===== config.mk =====
export PLATFORM = sky130hd
export DESIGN_NAME = data_buffer_status_flags
export DESIGN_NICKNAME = d
export VERILOG_FILES = /design/src/dbs_pkg.sv /design/src/lane_if.sv /design/src/buffer_lane_flags.sv /design/src/irq_sticky.sv /design/src/data_buffer_status_flags.sv
export VERILOG_INCLUDE_DIRS = /design/src
export SDC_FILE = /design/constraint.sdc
export NUM_CORES = 1
export LEC_CHECK = 0
export BUFFER_PORTS_ARGS = -buffer_cell sky130_fd_sc_hd__clkbuf_2
export CAP_MARGIN = 20
export CORE_UTILIZATION = 45
export CTS_BUF_LIST = sky130_fd_sc_hd__clkbuf_2 sky130_fd_sc_hd__clkbuf_4 sky130_fd_sc_hd__clkbuf_8
export DETAILED_ROUTE_END_ITERATION = 10
export GPL_ROUTABILITY_DRIVEN = 0
export GPL_TIMING_DRIVEN = 0
export PLACE_DENSITY = 0.72
export SLEW_MARGIN = 25
export SYNTH_ARGS = -nofsm -noshare
export SYNTH_HDL_FRONTEND = slang
export SYNTH_HIERARCHICAL = 1
export SYNTH_SLANG_ARGS = --single-unit

===== constraint.sdc =====
create_clock -name clk -period 15.7 [get_ports clk]
set_input_delay 2.355 -clock clk [delete_from_list [all_inputs] [get_ports clk]]
set_output_delay 2.355 -clock clk [all_outputs]
set_load 0.02 [all_outputs]

===== src/data_buffer_status_defines.svh =====
// register map, field positions and reset values of the buffer status block
`ifndef DATA_BUFFER_STATUS_DEFINES_SVH
`define DATA_BUFFER_STATUS_DEFINES_SVH

// ************************************************************
// map
// ************************************************************
`define DBS_NUM_BUF          8
`define DBS_ADDR_W           12
`define DBS_OFF_STATUS_LOW   12'h144
`define DBS_OFF_STATUS_HIGH  12'h148
`define DBS_OFF_CFG_BASE     12'h180
`define DBS_CFG_BLOCK_MASK   12'hfe0
`define DBS_CFG_IDX_LSB      2
`define DBS_CFG_IDX_W        3
`define DBS_OFF_IRQ_STATUS   12'h1a0
`define DBS_OFF_IRQ_MASK     12'h1a4

// ************************************************************
// status lane layout
// ************************************************************
`define DBS_BIT_EMPTY        0
`define DBS_BIT_FULL         1
`define DBS_BIT_CELL         2
`define DBS_BIT_LVL0         3
`define DBS_BIT_LVL1         4
`define DBS_RSVD_W           3
`define DBS_LANE_RST         5'h09
`define DBS_STATUS_RST       32'h0909_0909
`define DBS_RSVD_MASK        32'he0e0_e0e0

// ************************************************************
// per-buffer level configuration word
// ************************************************************
`define DBS_TH0_LSB          0
`define DBS_TH1_LSB          16
`define DBS_DIR0_BIT         30
`define DBS_DIR1_BIT         31
`define DBS_TH0_RST          16'h0001
`define DBS_TH1_RST          16'h0010
`define DBS_IRQ_W            16

`endif


===== src/dbs_pkg.sv =====
// shared types of the buffer status block
package dbs_pkg;
  typedef enum logic {DIR_BELOW, DIR_ABOVE} level_dir_e;
  typedef logic [4:0] lane_t;
endpackage


===== src/lane_if.sv =====
// per-buffer carrier between the status top and one flag unit
interface lane_if #(
  parameter int CNT_W = 10
) ();
  logic [CNT_W-1:0]        level;
  logic [CNT_W-1:0]        th0;
  logic [CNT_W-1:0]        th1;
  dbs_pkg::level_dir_e     dir0;
  dbs_pkg::level_dir_e     dir1;
  logic                    cellAvail;
  dbs_pkg::lane_t          flags;
  logic                    rise0;
  logic                    rise1;

  modport unit (
    input  level, th0, th1, dir0, dir1, cellAvail,
    output flags, rise0, rise1
  );
  modport owner (
    output level, th0, th1, dir0, dir1, cellAvail,
    input  flags, rise0, rise1
  );
endinterface


===== src/buffer_lane_flags.sv =====
// live status flags of one data buffer
`include "data_buffer_status_defines.svh"

module buffer_lane_flags #(
  parameter int CNT_W = 10,
  parameter int DEPTH = 512
) (
  input wire logic clk,
  input wire logic rstN,
  lane_if.unit     lane
);

  dbs_pkg::lane_t flags_q;
  dbs_pkg::lane_t flags_d;

  // strict compare: a level equal to the threshold has not crossed it
  function automatic logic crossed(input logic [CNT_W-1:0] lvl,
                                   input logic [CNT_W-1:0] thr,
                                   input dbs_pkg::level_dir_e dir);
    return (dir == dbs_pkg::DIR_ABOVE) ? (lvl > thr) : (lvl < thr);
  endfunction

  always_comb begin
    flags_d = '0;
    flags_d[`DBS_BIT_EMPTY] = (lane.level == '0);
    flags_d[`DBS_BIT_FULL]  = (lane.level >= CNT_W'(DEPTH));
    flags_d[`DBS_BIT_CELL]  = lane.cellAvail;
    flags_d[`DBS_BIT_LVL0]  = crossed(lane.level, lane.th0, lane.dir0);
    flags_d[`DBS_BIT_LVL1]  = crossed(lane.level, lane.th1, lane.dir1);
  end

  always_ff @(posedge clk or negedge rstN) begin
    if (!rstN) begin
      flags_q <= `DBS_LANE_RST;
    end else begin
      flags_q <= flags_d;
    end
  end

  assign lane.flags = flags_q;
  assign lane.rise0 = flags_d[`DBS_BIT_LVL0] & ~flags_q[`DBS_BIT_LVL0];
  assign lane.rise1 = flags_d[`DBS_BIT_LVL1] & ~flags_q[`DBS_BIT_LVL1];

  AST_EMPTY_TRACKS: assert property (@(posedge clk) disable iff (!rstN)
    1'b1 |=> lane.flags[`DBS_BIT_EMPTY] == ($past(lane.level) == '0))
    else $error("empty flag does not follow buffer level");
  AST_FULL_TRACKS: assert property (@(posedge clk) disable iff (!rstN)
    lane.level >= CNT_W'(DEPTH) |=> lane.flags[`DBS_BIT_FULL])
    else $error("full flag missing at full level");
  AST_LVL0_ABOVE: assert property (@(posedge clk) disable iff (!rstN)
    lane.dir0 == dbs_pkg::DIR_ABOVE && lane.level > lane.th0 |=> lane.flags[`DBS_BIT_LVL0])
    else $error("first level flag missed rising crossing");
  AST_LVL0_BELOW: assert property (@(posedge clk) disable iff (!rstN)
    lane.dir0 == dbs_pkg::DIR_BELOW && lane.level >= lane.th0 |=> !lane.flags[`DBS_BIT_LVL0])
    else $error("first level flag set without falling crossing");
  AST_LVL1_DIR: assert property (@(posedge clk) disable iff (!rstN)
    ##1 lane.flags[`DBS_BIT_LVL1] == (($past(lane.dir1) == dbs_pkg::DIR_ABOVE) ?
        ($past(lane.level) > $past(lane.th1)) : ($past(lane.level) < $past(lane.th1))))
    else $error("second level flag disagrees with its crossing");

endmodule


===== src/irq_sticky.sv =====
// sticky event status with mask and one level interrupt
module irq_sticky #(
  parameter int W = 16
) (
  input wire logic         clk,
  input wire logic         rstN,
  input wire logic [W-1:0] evt,
  input wire logic         wrStatus,
  input wire logic         wrMask,
  input wire logic [W-1:0] wdata,
  output logic [W-1:0]     status,
  output logic [W-1:0]     mask,
  output logic             irq
);

  logic [W-1:0] status_q;
  logic [W-1:0] mask_q;

  // a new event in the clearing cycle survives the clear
  always_ff @(posedge clk or negedge rstN) begin
    if (!rstN) begin
      status_q <= '0;
    end else begin
      status_q <= (status_q & ~(wrStatus ? wdata : '0)) | evt;
    end
  end

  always_ff @(posedge clk or negedge rstN) begin
    if (!rstN) begin
      mask_q <= '0;
    end else if (wrMask) begin
      mask_q <= wdata;
    end
  end

  assign status = status_q;
  assign mask   = mask_q;
  assign irq    = |(status_q & mask_q);

  AST_IRQ_SET_WINS: assert property (@(posedge clk) disable iff (!rstN)
    evt[0] |=> status[0])
    else $error("event lost in sticky status");

endmodule


===== src/data_buffer_status_flags.sv =====
// buffer status top: flag units, level configuration, interrupts and apb slave
`include "data_buffer_status_defines.svh"

module data_buffer_status_flags #(
  parameter int CNT_W  = 10,
  parameter int DEPTH  = 512,
  parameter int CELL_W = 4
) (
  input wire logic                                 clk,
  input wire logic                                 rst_n,
  input wire logic                                 psel,
  input wire logic                                 penable,
  input wire logic                                 pwrite,
  input wire logic [`DBS_ADDR_W-1:0]               paddr,
  input wire logic [31:0]                          pwdata,
  output logic                                     pready,
  output logic [31:0]                              prdata,
  output logic                                     pslverr,
  input wire logic [`DBS_NUM_BUF-1:0][CNT_W-1:0]   bufLevel,
  input wire logic [`DBS_NUM_BUF-1:0]              cellConfirm,
  input wire logic [`DBS_NUM_BUF-1:0]              cellTaken,
  output logic [`DBS_NUM_BUF-1:0]                  bufWriteAllow,
  output logic [`DBS_NUM_BUF-1:0]                  bufReadAllow,
  output logic                                     irq
);

  // ************************************************************
  // reset release
  // ************************************************************
  logic [1:0] rstSync_q;
  logic       rstN;

  always_ff @(posedge clk or negedge rst_n) begin
    if (!rst_n) begin
      rstSync_q <= 2'h0;
    end else begin
      rstSync_q <= {rstSync_q[0], 1'b1};
    end
  end

  assign rstN = rstSync_q[1];

  // ************************************************************
  // declarations
  // ************************************************************
  logic [CNT_W-1:0]             th0_q   [`DBS_NUM_BUF];
  logic [CNT_W-1:0]             th1_q   [`DBS_NUM_BUF];
  dbs_pkg::level_dir_e          dir0_q  [`DBS_NUM_BUF];
  dbs_pkg::level_dir_e          dir1_q  [`DBS_NUM_BUF];
  logic [CELL_W-1:0]            cells_q [`DBS_NUM_BUF];
  dbs_pkg::lane_t               laneFlags [`DBS_NUM_BUF];
  logic [`DBS_NUM_BUF-1:0]      rise0;
  logic [`DBS_NUM_BUF-1:0]      rise1;
  logic [31:0]                  statusLow;
  logic [31:0]                  statusHigh;
  logic [31:0]                  rdWord;
  logic                         rdErr;
  logic                         cfgHit;
  logic [`DBS_CFG_IDX_W-1:0]    cfgIdx;
  logic                         setupPhase;
  logic                         wrEn;
  logic [`DBS_IRQ_W-1:0]        irqStatus;
  logic [`DBS_IRQ_W-1:0]        irqMask;

  // ************************************************************
  // flag units, one per buffer
  // ************************************************************
  lane_if #(.CNT_W(CNT_W)) lanes [`DBS_NUM_BUF] ();

  for (genvar g = 0; g < `DBS_NUM_BUF; g++) begin : gLane
    assign lanes[g].level     = bufLevel[g];
    assign lanes[g].th0       = th0_q[g];
    assign lanes[g].th1       = th1_q[g];
    assign lanes[g].dir0      = dir0_q[g];
    assign lanes[g].dir1      = dir1_q[g];
    assign lanes[g].cellAvail = (cells_q[g] != '0);
    assign laneFlags[g]       = lanes[g].flags;
    assign rise0[g]           = lanes[g].rise0;
    assign rise1[g]           = lanes[g].rise1;
    // the data path uses these to keep itself off a full or empty buffer
    assign bufWriteAllow[g]   = ~laneFlags[g][`DBS_BIT_FULL];
    assign bufReadAllow[g]    = ~laneFlags[g][`DBS_BIT_EMPTY];

    buffer_lane_flags #(
      .CNT_W (CNT_W),
      .DEPTH (DEPTH)
    ) uFlags (
      .clk  (clk),
      .rstN (rstN),
      .lane (lanes[g].unit)
    );
  end

  // ************************************************************
  // confirmed cells waiting in each buffer
  // ************************************************************
  // saturates rather than wraps so a burst of confirms never hides a cell
  always_ff @(posedge clk or negedge rstN) begin
    if (!rstN) begin
      for (int i = 0; i < `DBS_NUM_BUF; i++) begin
        cells_q[i] <= '0;
      end
    end else begin
      for (int i = 0; i < `DBS_NUM_BUF; i++) begin
        if (cellConfirm[i] && !cellTaken[i] && cells_q[i] != '1) begin
          cells_q[i] <= cells_q[i] + CELL_W'(1);
        end else if (!cellConfirm[i] && cellTaken[i] && cells_q[i] != '0) begin
          cells_q[i] <= cells_q[i] - CELL_W'(1);
        end
      end
    end
  end

  // ************************************************************
  // status words
  // ************************************************************
  function automatic logic [31:0] packWord(input dbs_pkg::lane_t l0,
                                           input dbs_pkg::lane_t l1,
                                           input dbs_pkg::lane_t l2,
                                           input dbs_pkg::lane_t l3);
    return {{`DBS_RSVD_W{1'b0}}, l3, {`DBS_RSVD_W{1'b0}}, l2,
            {`DBS_RSVD_W{1'b0}}, l1, {`DBS_RSVD_W{1'b0}}, l0};
  endfunction

  assign statusLow  = packWord(laneFlags[0], laneFlags[1],
                               laneFlags[2], laneFlags[3]);
  assign statusHigh = packWord(laneFlags[4], laneFlags[5],
                               laneFlags[6], laneFlags[7]);

  function automatic logic [31:0] cfgWord(input logic [CNT_W-1:0] t0,
                                          input logic [CNT_W-1:0] t1,
                                          input dbs_pkg::level_dir_e d0,
                                          input dbs_pkg::level_dir_e d1);
    logic [31:0] w;
    w = '0;
    w[`DBS_TH0_LSB +: CNT_W] = t0;
    w[`DBS_TH1_LSB +: CNT_W] = t1;
    w[`DBS_DIR0_BIT] = (d0 == dbs_pkg::DIR_ABOVE);
    w[`DBS_DIR1_BIT] = (d1 == dbs_pkg::DIR_ABOVE);
    return w;
  endfunction

  // ************************************************************
  // apb decode
  // ************************************************************
  assign cfgHit     = (paddr & `DBS_CFG_BLOCK_MASK) == `DBS_OFF_CFG_BASE;
  assign cfgIdx     = paddr[`DBS_CFG_IDX_LSB +: `DBS_CFG_IDX_W];
  assign setupPhase = psel & ~penable;
  // zero wait states: every access completes in its first access cycle
  assign pready     = psel & penable;
  // the error answer was settled in setup, so a refused write stores nothing
  assign wrEn       = psel & penable & pwrite & ~pslverr;

  always_comb begin
    rdWord = '0;
    rdErr  = 1'b0;
    case (paddr)
      `DBS_OFF_STATUS_LOW: begin
        rdWord = statusLow;
      end
      `DBS_OFF_STATUS_HIGH: begin
        rdWord = statusHigh;
      end
      `DBS_OFF_IRQ_STATUS: begin
        rdWord = 32'(irqStatus);
      end
      `DBS_OFF_IRQ_MASK: begin
        rdWord = 32'(irqMask);
      end
      default: begin
        if (cfgHit && paddr[1:0] == 2'h0) begin
          rdWord = cfgWord(th0_q[cfgIdx], th1_q[cfgIdx], dir0_q[cfgIdx], dir1_q[cfgIdx]);
        end else begin
          rdErr = 1'b1;
        end
      end
    endcase
  end

  // read data is caught in setup; reading status changes nothing
  always_ff @(posedge clk or negedge rstN) begin
    if (!rstN) begin
      prdata  <= '0;
      pslverr <= 1'b0;
    end else if (setupPhase) begin
      prdata  <= pwrite ? 32'h0 : rdWord;
      pslverr <= rdErr;
    end
  end

  // ************************************************************
  // level configuration registers
  // ************************************************************
  always_ff @(posedge clk or negedge rstN) begin
    if (!rstN) begin
      for (int i = 0; i < `DBS_NUM_BUF; i++) begin
        th0_q[i]  <= CNT_W'(`DBS_TH0_RST);
        th1_q[i]  <= CNT_W'(`DBS_TH1_RST);
        dir0_q[i] <= dbs_pkg::DIR_BELOW;
        dir1_q[i] <= dbs_pkg::DIR_ABOVE;
      end
    end else if (wrEn && cfgHit) begin
      th0_q[cfgIdx]  <= pwdata[`DBS_TH0_LSB +: CNT_W];
      th1_q[cfgIdx]  <= pwdata[`DBS_TH1_LSB +: CNT_W];
      dir0_q[cfgIdx] <= dbs_pkg::level_dir_e'(pwdata[`DBS_DIR0_BIT]);
      dir1_q[cfgIdx] <= dbs_pkg::level_dir_e'(pwdata[`DBS_DIR1_BIT]);
    end
  end

  // ************************************************************
  // interrupts on level flag rising edges
  // ************************************************************
  irq_sticky #(
    .W (`DBS_IRQ_W)
  ) uIrq (
    .clk      (clk),
    .rstN     (rstN),
    .evt      ({rise1, rise0}),
    .wrStatus (wrEn && paddr == `DBS_OFF_IRQ_STATUS),
    .wrMask   (wrEn && paddr == `DBS_OFF_IRQ_MASK),
    .wdata    (pwdata[`DBS_IRQ_W-1:0]),
    .status   (irqStatus),
    .mask     (irqMask),
    .irq      (irq)
  );

  // ************************************************************
  // checks
  // ************************************************************
  AST_RESET_LANES: assert property (@(posedge clk) disable iff (!rstN)
    $rose(rstN) |-> statusLow == `DBS_STATUS_RST && statusHigh == `DBS_STATUS_RST)
    else $error("status words wrong after reset");

  AST_RSVD_ZERO: assert property (@(posedge clk) disable iff (!rstN)
    pready && !pwrite && (paddr == `DBS_OFF_STATUS_LOW || paddr == `DBS_OFF_STATUS_HIGH)
    |-> (prdata & `DBS_RSVD_MASK) == 32'h0)
    else $error("reserved status bits read non-zero");

  AST_LOW_LANE0: assert property (@(posedge clk) disable iff (!rstN)
    pready && !pwrite && paddr == `DBS_OFF_STATUS_LOW
    |-> prdata[4:0] == $past(laneFlags[0]))
    else $error("buffer zero lane misplaced");

  AST_LOW_LANE3: assert property (@(posedge clk) disable iff (!rstN)
    pready && !pwrite && paddr == `DBS_OFF_STATUS_LOW
    |-> prdata[12:8] == $past(laneFlags[1]) && prdata[28:24] == $past(laneFlags[3]))
    else $error("buffers one to three misplaced");

  AST_HIGH_LANES: assert property (@(posedge clk) disable iff (!rstN)
    pready && !pwrite && paddr == `DBS_OFF_STATUS_HIGH
    |-> prdata[4:0] == $past(laneFlags[4]) && prdata[28:24] == $past(laneFlags[7]))
    else $error("buffers four to seven misplaced");

  AST_LANE_BITS: assert property (@(posedge clk) disable iff (!rstN)
    pready && !pwrite && paddr == `DBS_OFF_STATUS_LOW
    |-> prdata[`DBS_BIT_FULL] == !$past(bufWriteAllow[0])
        && prdata[`DBS_BIT_EMPTY] == !$past(bufReadAllow[0]))
    else $error("lane bit order wrong");

  AST_STATUS_WRITE_IGNORED: assert property (@(posedge clk) disable iff (!rstN)
    pready && pwrite && paddr == `DBS_OFF_STATUS_LOW
    |=> $stable(th0_q[0]) && $stable(irqMask) && ($past(irqStatus) & ~irqStatus) == '0)
    else $error("write to status word changed state");

  AST_CELL_READY: assert property (@(posedge clk) disable iff (!rstN)
    cellConfirm[2] && !cellTaken[2] |-> ##2 laneFlags[2][`DBS_BIT_CELL])
    else $error("confirmed cell not reported");

  AST_FULL_BLOCKS: assert property (@(posedge clk) disable iff (!rstN)
    bufLevel[0] >= CNT_W'(DEPTH) |-> ##1 !bufWriteAllow[0])
    else $error("write allowed into full buffer");

  AST_EMPTY_BLOCKS: assert property (@(posedge clk) disable iff (!rstN)
    bufLevel[1] == '0 |-> ##1 !bufReadAllow[1])
    else $error("read allowed from empty buffer");

  AST_UNMAPPED_ERR: assert property (@(posedge clk) disable iff (!rstN)
    setupPhase && rdErr |=> pslverr)
    else $error("unmapped address not refused");

  AST_LOW_LANE2: assert property (@(posedge clk) disable iff (!rstN)
    pready && !pwrite && paddr == `DBS_OFF_STATUS_LOW
    |-> prdata[20:16] == $past(laneFlags[2]))
    else $error("buffer two lane misplaced");

  AST_HIGH_LANE5: assert property (@(posedge clk) disable iff (!rstN)
    pready && !pwrite && paddr == `DBS_OFF_STATUS_HIGH
    |-> prdata[12:8] == $past(laneFlags[5]) && prdata[20:16] == $past(laneFlags[6]))
    else $error("buffers five and six misplaced");

  AST_RESET_ALLOW: assert property (@(posedge clk) disable iff (!rstN)
    $rose(rstN) |-> &bufWriteAllow && bufReadAllow == '0)
    else $error("buffer gates wrong after reset");

  AST_CELL_CLEARS: assert property (@(posedge clk) disable iff (!rstN)
    cells_q[2] == '0 |-> ##1 !laneFlags[2][`DBS_BIT_CELL])
    else $error("cell-ready shown with no confirmed cell");

  AST_DATA_OPENS: assert property (@(posedge clk) disable iff (!rstN)
    bufLevel[0] != '0 |-> ##1 bufReadAllow[0])
    else $error("read blocked on a buffer holding data");

  AST_CFG_TH0: assert property (@(posedge clk) disable iff (!rstN)
    wrEn && cfgHit && cfgIdx == '0 |=> th0_q[0] == $past(pwdata[`DBS_TH0_LSB +: CNT_W]))
    else $error("first threshold write lost");

  AST_CFG_DIR1: assert property (@(posedge clk) disable iff (!rstN)
    wrEn && cfgHit && cfgIdx == '0
    |=> dir1_q[0] == dbs_pkg::level_dir_e'($past(pwdata[`DBS_DIR1_BIT])))
    else $error("second direction write lost");

  // a mask write in the same cycle may legally hide the event, so it is left out
  AST_IRQ_ON_RISE: assert property (@(posedge clk) disable iff (!rstN)
    rise1[1] && irqMask[`DBS_NUM_BUF + 1] && !wrEn |=> irq)
    else $error("unmasked level event raised no interrupt");

  AST_ERR_READ_ZERO: assert property (@(posedge clk) disable iff (!rstN)
    pready && !pwrite && pslverr |-> prdata == 32'h0)
    else $error("refused read returned data");

  COV_READ_LOW: cover property (@(posedge clk) disable iff (!rstN)
    pready && !pwrite && paddr == `DBS_OFF_STATUS_LOW);
  COV_LVL0_RISE: cover property (@(posedge clk) disable iff (!rstN)
    rise0[0] ##1 irq);
  COV_FULL: cover property (@(posedge clk) disable iff (!rstN)
    !bufWriteAllow[7]);
  COV_CELL: cover property (@(posedge clk) disable iff (!rstN)
    cellConfirm[2] ##2 laneFlags[2][`DBS_BIT_CELL]);
  COV_UNMAPPED: cover property (@(posedge clk) disable iff (!rstN)
    setupPhase && rdErr);

endmodule


Word-level counts from Yosys, hierarchy flattened

Index checks and enable logic that the tools add are counted.

Order comparisons: 42
Add/sub/neg operators: 16
Muxes and demuxes: 58
Equal/unequal tests: 13
Bitwise operators: 59
Reductions and logical operators: 80

Operator list:

| kind                                             | count |
|---|---|
| bitwise mux 80 bit                               | 2 |
| > comparator 10 bit                              | 16 |
| < comparator 10 bit                              | 16 |
| case mux 32 bit (4 select lines)                 | 1 |
| >= comparator 10 bit, second input constant      | 8 |
| zero test 10 bit                                 | 8 |
| two-way mux 32 bit                               | 2 |
| two-way mux 4 bit                                | 16 |
| binary-select mux 10 bit (select 3 bit)          | 2 |
| two-way mux 10 bit                               | 5 |
| == test 12 x 9 -> 1 bit, second input constant   | 4 |
| logical AND 1 bit                                | 37 |
| inverter 1 bit                                   | 34 |
| adder 4 x 1 -> 4 bit, second input constant      | 8 |
| AND 16 bit                                       | 2 |
| inequality test 4 bit, second input constant     | 8 |
| nonzero test 4 bit                               | 8 |
| subtractor 4 x 1 -> 4 bit, second input constant | 8 |
| demux 10 bit (select 3 bit)                      | 1 |
| two-way mux 1 bit                                | 23 |
| AND 1 bit                                        | 20 |
| bitwise mux 8 bit                                | 2 |
| zero test 1 bit                                  | 16 |
| two-way mux 16 bit                               | 1 |
| 12 further kinds                                 | 20 |

Output and inout port bits: 51
Bits of input ports: 145
Register bits: 315
Logic and storage cells: 321

Longest topological paths before layout

Gate-level depths: netlist of run 1.

Depth in word-level cells: 8
Gate-level depth with buffers: 10
Depth with buffers taken out: 7

Modules after synthesis

Netlist of run 1, hierarchy kept.

Modules (own cells, without submodules):

| module                   | area each (µm²) | cells each | sequential area each (µm²) | times used |
|---|---|---|---|---|
| data_buffer_status_flags | 11908.9         | 840        | 6085.8                     | 1 |
| buffer_lane_flags        | 795.8           | 98         | 127.6                      | 8 |
| irq_sticky               | 1318.8          | 93         | 800.8                      | 1 |

Worst setup path before layout of run 1

No wires, ideal clock.

Kind: input port to output port
Start: in penable
End: out pready
Buffers on the path: 0
Stages: 1
Data arrival time: 2.571 ns
Slack: 10.774 ns
Data required time: 13.345 ns
Cell sequence: and2_1

Longest elaborated chain between the ends: 1

Ends and longest elaborated chain:

| item               | RTL line                        | text |
|---|---|---|
| start: declaration | data_buffer_status_flags.sv:12  | `input wire logic penable,` |
| AND 1 bit          | data_buffer_status_flags.sv:150 | `assign pready = psel & penable;` |
| end: declaration   | data_buffer_status_flags.sv:16  | `output logic pready,` |

Every way passes these cells.

Final worst setup path of run 1

Ends and elaborated chain as after synthesis.

==> metrics, run 1 <==
result of the run complete, no violations; number of design-rule violations left by the first detailed-router iteration 1553; CP Max Fanout 4; Std-Cell Rows 76; number of levels in the clock H-tree 2; fmax just under 0.2 GHz; number of placed cells counting well taps about 2500; initial core utilization between 40% and 50%; deepest clock path buffer count 3; unrepaired setup endpoints after global routing false; warnings from Yosys 6; Mapped Area 19600 sq um; combined global-route utilization of all metal layers around 28%; root buffer selected by CTS clkbuf_8; Ports 196; register-to-register setup slack roughly 13000 ps; hold-fix buffers at CTS 0; CP startpoint kind primary input; Worst-Skew Late Latency ~630 ps; tightest hold margin between 300 and 400 ps; vias in the first global route approximately 15000; Final Instance Count excl. Fillers around 2600; worst vdd ir ~0.067 mV; DP HPWL 49.4 mm; count of unique library cells instantiated by Yosys 62; total iterations of the first detailed-routing run 6; Port-buffer cells 189; top cells by area, synth dfrtp_1 (35%), mux2_2 (12%), ha_1 (11%), dfstp_2 (5.4%), mux4_2 (5.1%); via count normalized by instance count 5.95; final total power about 2.1 mW; Leakage about 9.9 nW; proportion of synthesized chip area in sequential cells 40.4%; antenna violations before repair 3; number of synthesized flops with an enable pin 0; actual slew at the worst max-slew pin around 1100 ps; number of nets in the layout approximately 2300; area leader, netlist dfrtp_1; largest net degree at the start of global routing 54; sort of element at the end of the critical path primary output; Post-Route Setup TNS 0 ps; share of flip-flops with an asynchronous set or reset 100%; clock transition at the registers of the reported paths 60 ps; commonest register cell after synthesis dfrtp_1; Net Count, Synth 2046; final worst path period need around 5100 ps; # Max-Cap Violations 0; final max-slew violation count 0; DR WL/cell 24.2 um; clock buffer count from CTS 55; global-route wire length before repair ~94 mm; Worst EP required 13350 ps; power density normalized to cell area between 90 and 100 nW/um^2; top post-synthesis cells by count dfrtp_1 (274), mux2_2 (214), inv_1 (177), ha_1 (176), nand2_1 (116); post-route DRC violation count 0; clock tree from TritonCTS done; worst-case clock skew 28.6 ps; Die Wd between 200 and 250 um; fill cell count between 3000 and 4000; most instantiated library cell after synthesis dfrtp_1; mean cell area of the mapped netlist approximately 11 sq um; antenna violation net count after detailed routing 0; y dimension of the die 211 um; CP Class in -> out; CTS sink count about 310; Resized Gates After CTS 0; Worst Path Arrival 2750 ps; core outline area 43000 sq um; final hold vios 0; share of Yosys cell area claimed by the top area cell type a little over a third; tightest slew margin relative to the limit between 20% and 30%; total number of vias roughly 15000; final global-route overflow total 0; share of cells above drive strength 1 34.8%; classification of the worst-slack hold path reg -> async; floorplan die area ~44000 sq um; final core utilization between 50% and 60%; post-synthesis to final-layout area growth 15.7%; Setup Viol. Count Final 0; Setup Fix Bufs, Post-CTS 0; synthesis-stage register bit count 314; total detailed-routing wirelength between 60 and 70 mm; fraction of the cycle the final worst path needs 32.5%; cell count after synthesis roughly 1700
## power by group
part	switching (mW)	internal, mW
clock	0.364	0.466
sequential	0.0641	0.867
combinational	0.192	0.173
total	0.621	1.51
## path summary, 6_finish.rpt
check,start,end,cells past startpoint
max,penable,pready,3
min,rstSync_q[1],lanes[7].th1[3],0
max reg2reg,pslverr,lanes[4].th0[2],5
min reg2reg,rstSync_q[1],lanes[7].th1[3],0
max in group asynchronous,rst_n,rstSync_q[1],1
min in group clk,rstSync_q[0],rstSync_q[1],0
## stage by stage
step | instance area [sq um] | setup WS (ps)
CTS | 22700 | 10590
global route | 22700 | 10540
detailed placement | 21500 | 10590
global placement | 21300 | 2670
floorplan | 19600 | 6370
finish | 22700 | 10590
## critical path, stage by stage
cell and delay, ps:
clkbuf_2 100, and2_1 150, clkbuf_2 150
## placed cells by master, fill, tap and decap left out, types with 23 or more instances in the layout
master / count
ha_1: 176
nand2_1: 116
clkbuf_8: 68
dfrtp_1: 273
nor4_1: 41
clkbuf_1: 23
o21ai_0: 24
or3_1: 24
a21oi_1: 80
or4_1: 24
mux2i_1: 29
clkbuf_4: 26
mux2_2: 214
mux4_2: 44
dfstp_2: 40
inv_1: 177
o211ai_1: 38
nand4_1: 33
a21o_1: 24
clkbuf_2: 189
## per-layer routing
layer  track usage (%)  wire (um)  up-vias
met5                 0          0        -
met4              13.1       3140        0
met3              4.31       4820      158
met2              46.4      29500      701
met1              37.5      25400     7793
li1                  -          -     6831
## state kept, by name, summed over array words and instances, names as in the netlist
register and flops:
prdata 31, lanes.dir1 8, gLane.uFlags/lane.flags 40, lanes.th0 80, pslverr 1, uIrq/status 16
lanes.dir0 8, uIrq/mask 16, cells_q 32, rstSync_q 2, lanes.th1 80
## cell families (layout without fill, tap and decap cells)
kind of cell,after synthesis,count (layout),share of synthesized area [%]
AO/OA/AOI/OAI,272,272,10.1
XOR/XNOR,25,25,1.12
adder cells (fa/ha/maj),184,184,12.1
buffers and inverters,235,533,5.07
flip-flops,314,314,40.4
multiplexers,298,298,19.7
other,2,3,0.0383
AND/OR/NAND/NOR,387,387,11.6
## area by class of cell
cell class	count	area (sq um)	area share (%)
Antenna cell	1	2.50	0.0110
Buffer	58	329	1.45
Clock buffer	92	1120	4.92
Clock inverter	11	100	0.442
Inverter	177	664	2.93
Multi-Input combinational cell	1168	10700	47.2
Sequential cell	314	7910	34.9
Tap cell	585	732	3.23
Timing Repair Buffer	195	1100	4.87
Note: power is estimated with default switching activity, not from simulation.
==> run 2: changes to the inputs <==
Settings changed: PLACE_DENSITY 0.72 to 0.74.
Clock period 15.7 ns to 4.6 ns, I/O delays scaled along.
==> run 2 against run 1 <==
Effect of this change:
- sequential power increased to 3.4 times the previous value
- clock power increased to 3.4 times the previous value
- sequential share of layout area about the same
- global-route usage increased by 0.25 points
- combinational power increased to 3.4 times the previous value
- via count increased by 0.23%
- die area unchanged
- first-iteration DRC count decreased by 8.2%
- non-clock buffer count increased by 1
- clock skew increased by 13 ps
- power increased to 3.4 times the previous value
- final cell count about the same
- critical path type is now in -> reg
- largest cell class unchanged
==> metrics, run 2 (same netlist as run 1, synthesis figures left out) <==
result of the run complete, no violations; worst-case clock skew 41.6 ps (+13.0 ps); crit-path cells clkbuf_2 > buf_2 > buf_2 > nor4b_1 > clkbuf_1 > a22oi_1 > o211ai_1; antenna violations before repair 4 (+1); Die Wd 211 um (unchanged); CP startpoint kind primary input; kind of cell adding the most delay to the critical path buffers and inverters; global-route wire length before repair 94.7 mm (+0.64%); total number of vias 15518 (+0.23%); via count normalized by instance count 5.96 (+0.15%); share of cells above drive strength 1 34.7% (-0.050 points); post-synthesis to final-layout area growth 15.8% (about the same); number of nets in the layout 2298 (unchanged); actual slew at the worst max-slew pin 1120 ps (+42.0 ps); combinational share of power 17.1% (about the same); internal portion of total power 5.15 mW (+240%); floorplan die area 44400 sq um (unchanged); clock transition at the registers of the reported paths 60 ps (about the same); clock share of power 39.3% (+0.2 points); highest-count cells in the layout ignoring fill and taps dfrtp_1 (273), mux2_2 (214), clkbuf_2 (189), inv_1 (177), ha_1 (176); combined global-route utilization of all metal layers 28.7% (+0.25 points); Std-Cell Rows 76 (unchanged); power density normalized to cell area 321 nW/um^2 (+240%); critical path's slowest cell clkbuf_1; number of levels in the clock H-tree 2 (unchanged); sort of element at the end of the critical path flip-flop; tightest slew margin relative to the limit 24.5% (-2.8 points); number of design-rule violations left by the first detailed-router iteration 1426 (-8.2%); Setup Viol. Count Final 0 (unchanged); Worst EP required 5170 ps (-8180 ps); unrepaired setup endpoints after global routing false; total iterations of the first detailed-routing run 5 (-1); CP Max Fanout 10 (+6); final worst path period need around 2900 ps; CP Class in -> reg; clock tree from TritonCTS done; CTS sink count 314 (unchanged); fmax between 0.3 and 0.4 GHz; Setup Fix Bufs, Post-CTS 0 (unchanged); final max-slew violation count 0 (unchanged); number of buffer and inverter instances along the worst setup path 4 (+2); switching power share of the total 29.3% (+0.098 points); NetSw 2.13 mW (+240%); Port-buffer cells 189 (unchanged); deepest clock path buffer count 3 (unchanged); DP HPWL 49.5 mm (+0.18%); vias in the first global route 15787 (+2.0%); cell area after layout 22700 sq um (about the same); fraction of the cycle the final worst path needs between 60% and 70%; Post-Route Setup TNS 0 ps (unchanged); classification of the worst-slack hold path in -> reg; antenna violation net count after detailed routing 0 (unchanged); Worst-Skew Late Latency 650 ps (+20 ps); worst vdd ir 0.197 mV (+190%); length in cells of the worst reg-to-reg path 5 (unchanged); total detailed-routing wirelength 63.0 mm (+0.22%); Worst Path Arrival 3440 ps (+690 ps); Max stage delay on crit path 730 ps (+580 ps); Ports 196 (unchanged); final hold vios 0 (unchanged); sequential group share of total power 43.6% (-0.2 points); cell with the most instances on the worst path buf_2; # Max-Cap Violations 0 (unchanged); final global-route overflow total 0 (unchanged); y dimension of the die 211 um (unchanged); clock buffer count from CTS 54 (-1.8%); DR WL/cell 24.2 um (+0.14%); initial core utilization 45.6% (unchanged); post-route DRC violation count 0 (unchanged); critical path depth in cells 7 (+4); Resized Gates After CTS 0 (unchanged); worst hold path stage count 2; core outline area 43000 sq um (unchanged); root buffer selected by CTS clkbuf_8; largest net degree at the start of global routing 54 (unchanged); most common cell after layout, fill and taps aside dfrtp_1; Post-DP Area 21500 sq um (unchanged); Leakage 9.92 nW (about the same)
[run 2: repair_timing]
item,4_1_cts,5_1_grt
hold buffers,1,0
endpoints found under the setup margin,0,0
endpoints found under the hold margin,2,0
[run 2: metrics by stage]
step / setup slack [ps] / instances / util, % / hold WS, ps / power, mW
detailed placement: 1170 / 2497 / 49.9 / 296 / 4.46
CTS: 1760 / 2600 / 52.8 / 178 / 7.32
floorplan: 1500 / 1717 / - / 331 / 4.02
global route: 1700 / 2602 / 52.8 / 219 / 7.63
global placement: 315 / 2491 / 49.5 / 337 / 4.34
finish: 1720 / 2603 / 52.8 / 218 / 7.29
[run 2: final timing paths]
| kind | start | endpoint | slack [ps] |
|---|---|---|---|
| setup / recovery | paddr[2] | prdata[16] | 1720 |
| hold / removal | bufLevel[32] | gLane[3].uFlags/lane.flags[0] | 220 |
| max in group asynchronous | rstSync_q[1] | gLane[3].uFlags/lane.flags[3] | 3040 |
| hold reg to reg | rstSync_q[1] | lanes[7].th1[5] | 290 |
| setup reg to reg | pslverr | lanes[6].th1[5] | 1760 |
| min in group asynchronous | rstSync_q[1] | lanes[7].th1[5] | 290 |
[run 2: power by group through the flow]
stage | Sequential (mW) | Clock (mW) | Combinational (mW)
CTS | 3.18 | 2.89 | 1.25
global placement | 3.25 | 0 | 1.09
finish | 3.18 | 2.86 | 1.25
floorplan | 3.20 | 0 | 0.827
detailed placement | 3.22 | 0 | 1.24
global route | 3.21 | 3.03 | 1.39
[run 2: routing by layer]
layer,vias to the layer above,wire (um),global-route usage [%]
li1,6855,-,-
met1,7775,25000,37.2
met2,690,29000,45.2
met3,198,5160,5.17
met4,0,3890,17.0
met5,-,0,0
[run 2: cell type report]
type / instances / area (sq um)
flip-flops and latches: 314 / 7910
multi-input cells: 1168 / 10700
inverters: 177 / 664
clock buffers: 86 / 1080
plain buffers: 58 / 329
fillers: 3803 / 20300
repair buffers: 196 / 1110
diodes: 3 / 7.51
well taps: 585 / 732
clock inverters: 16 / 141
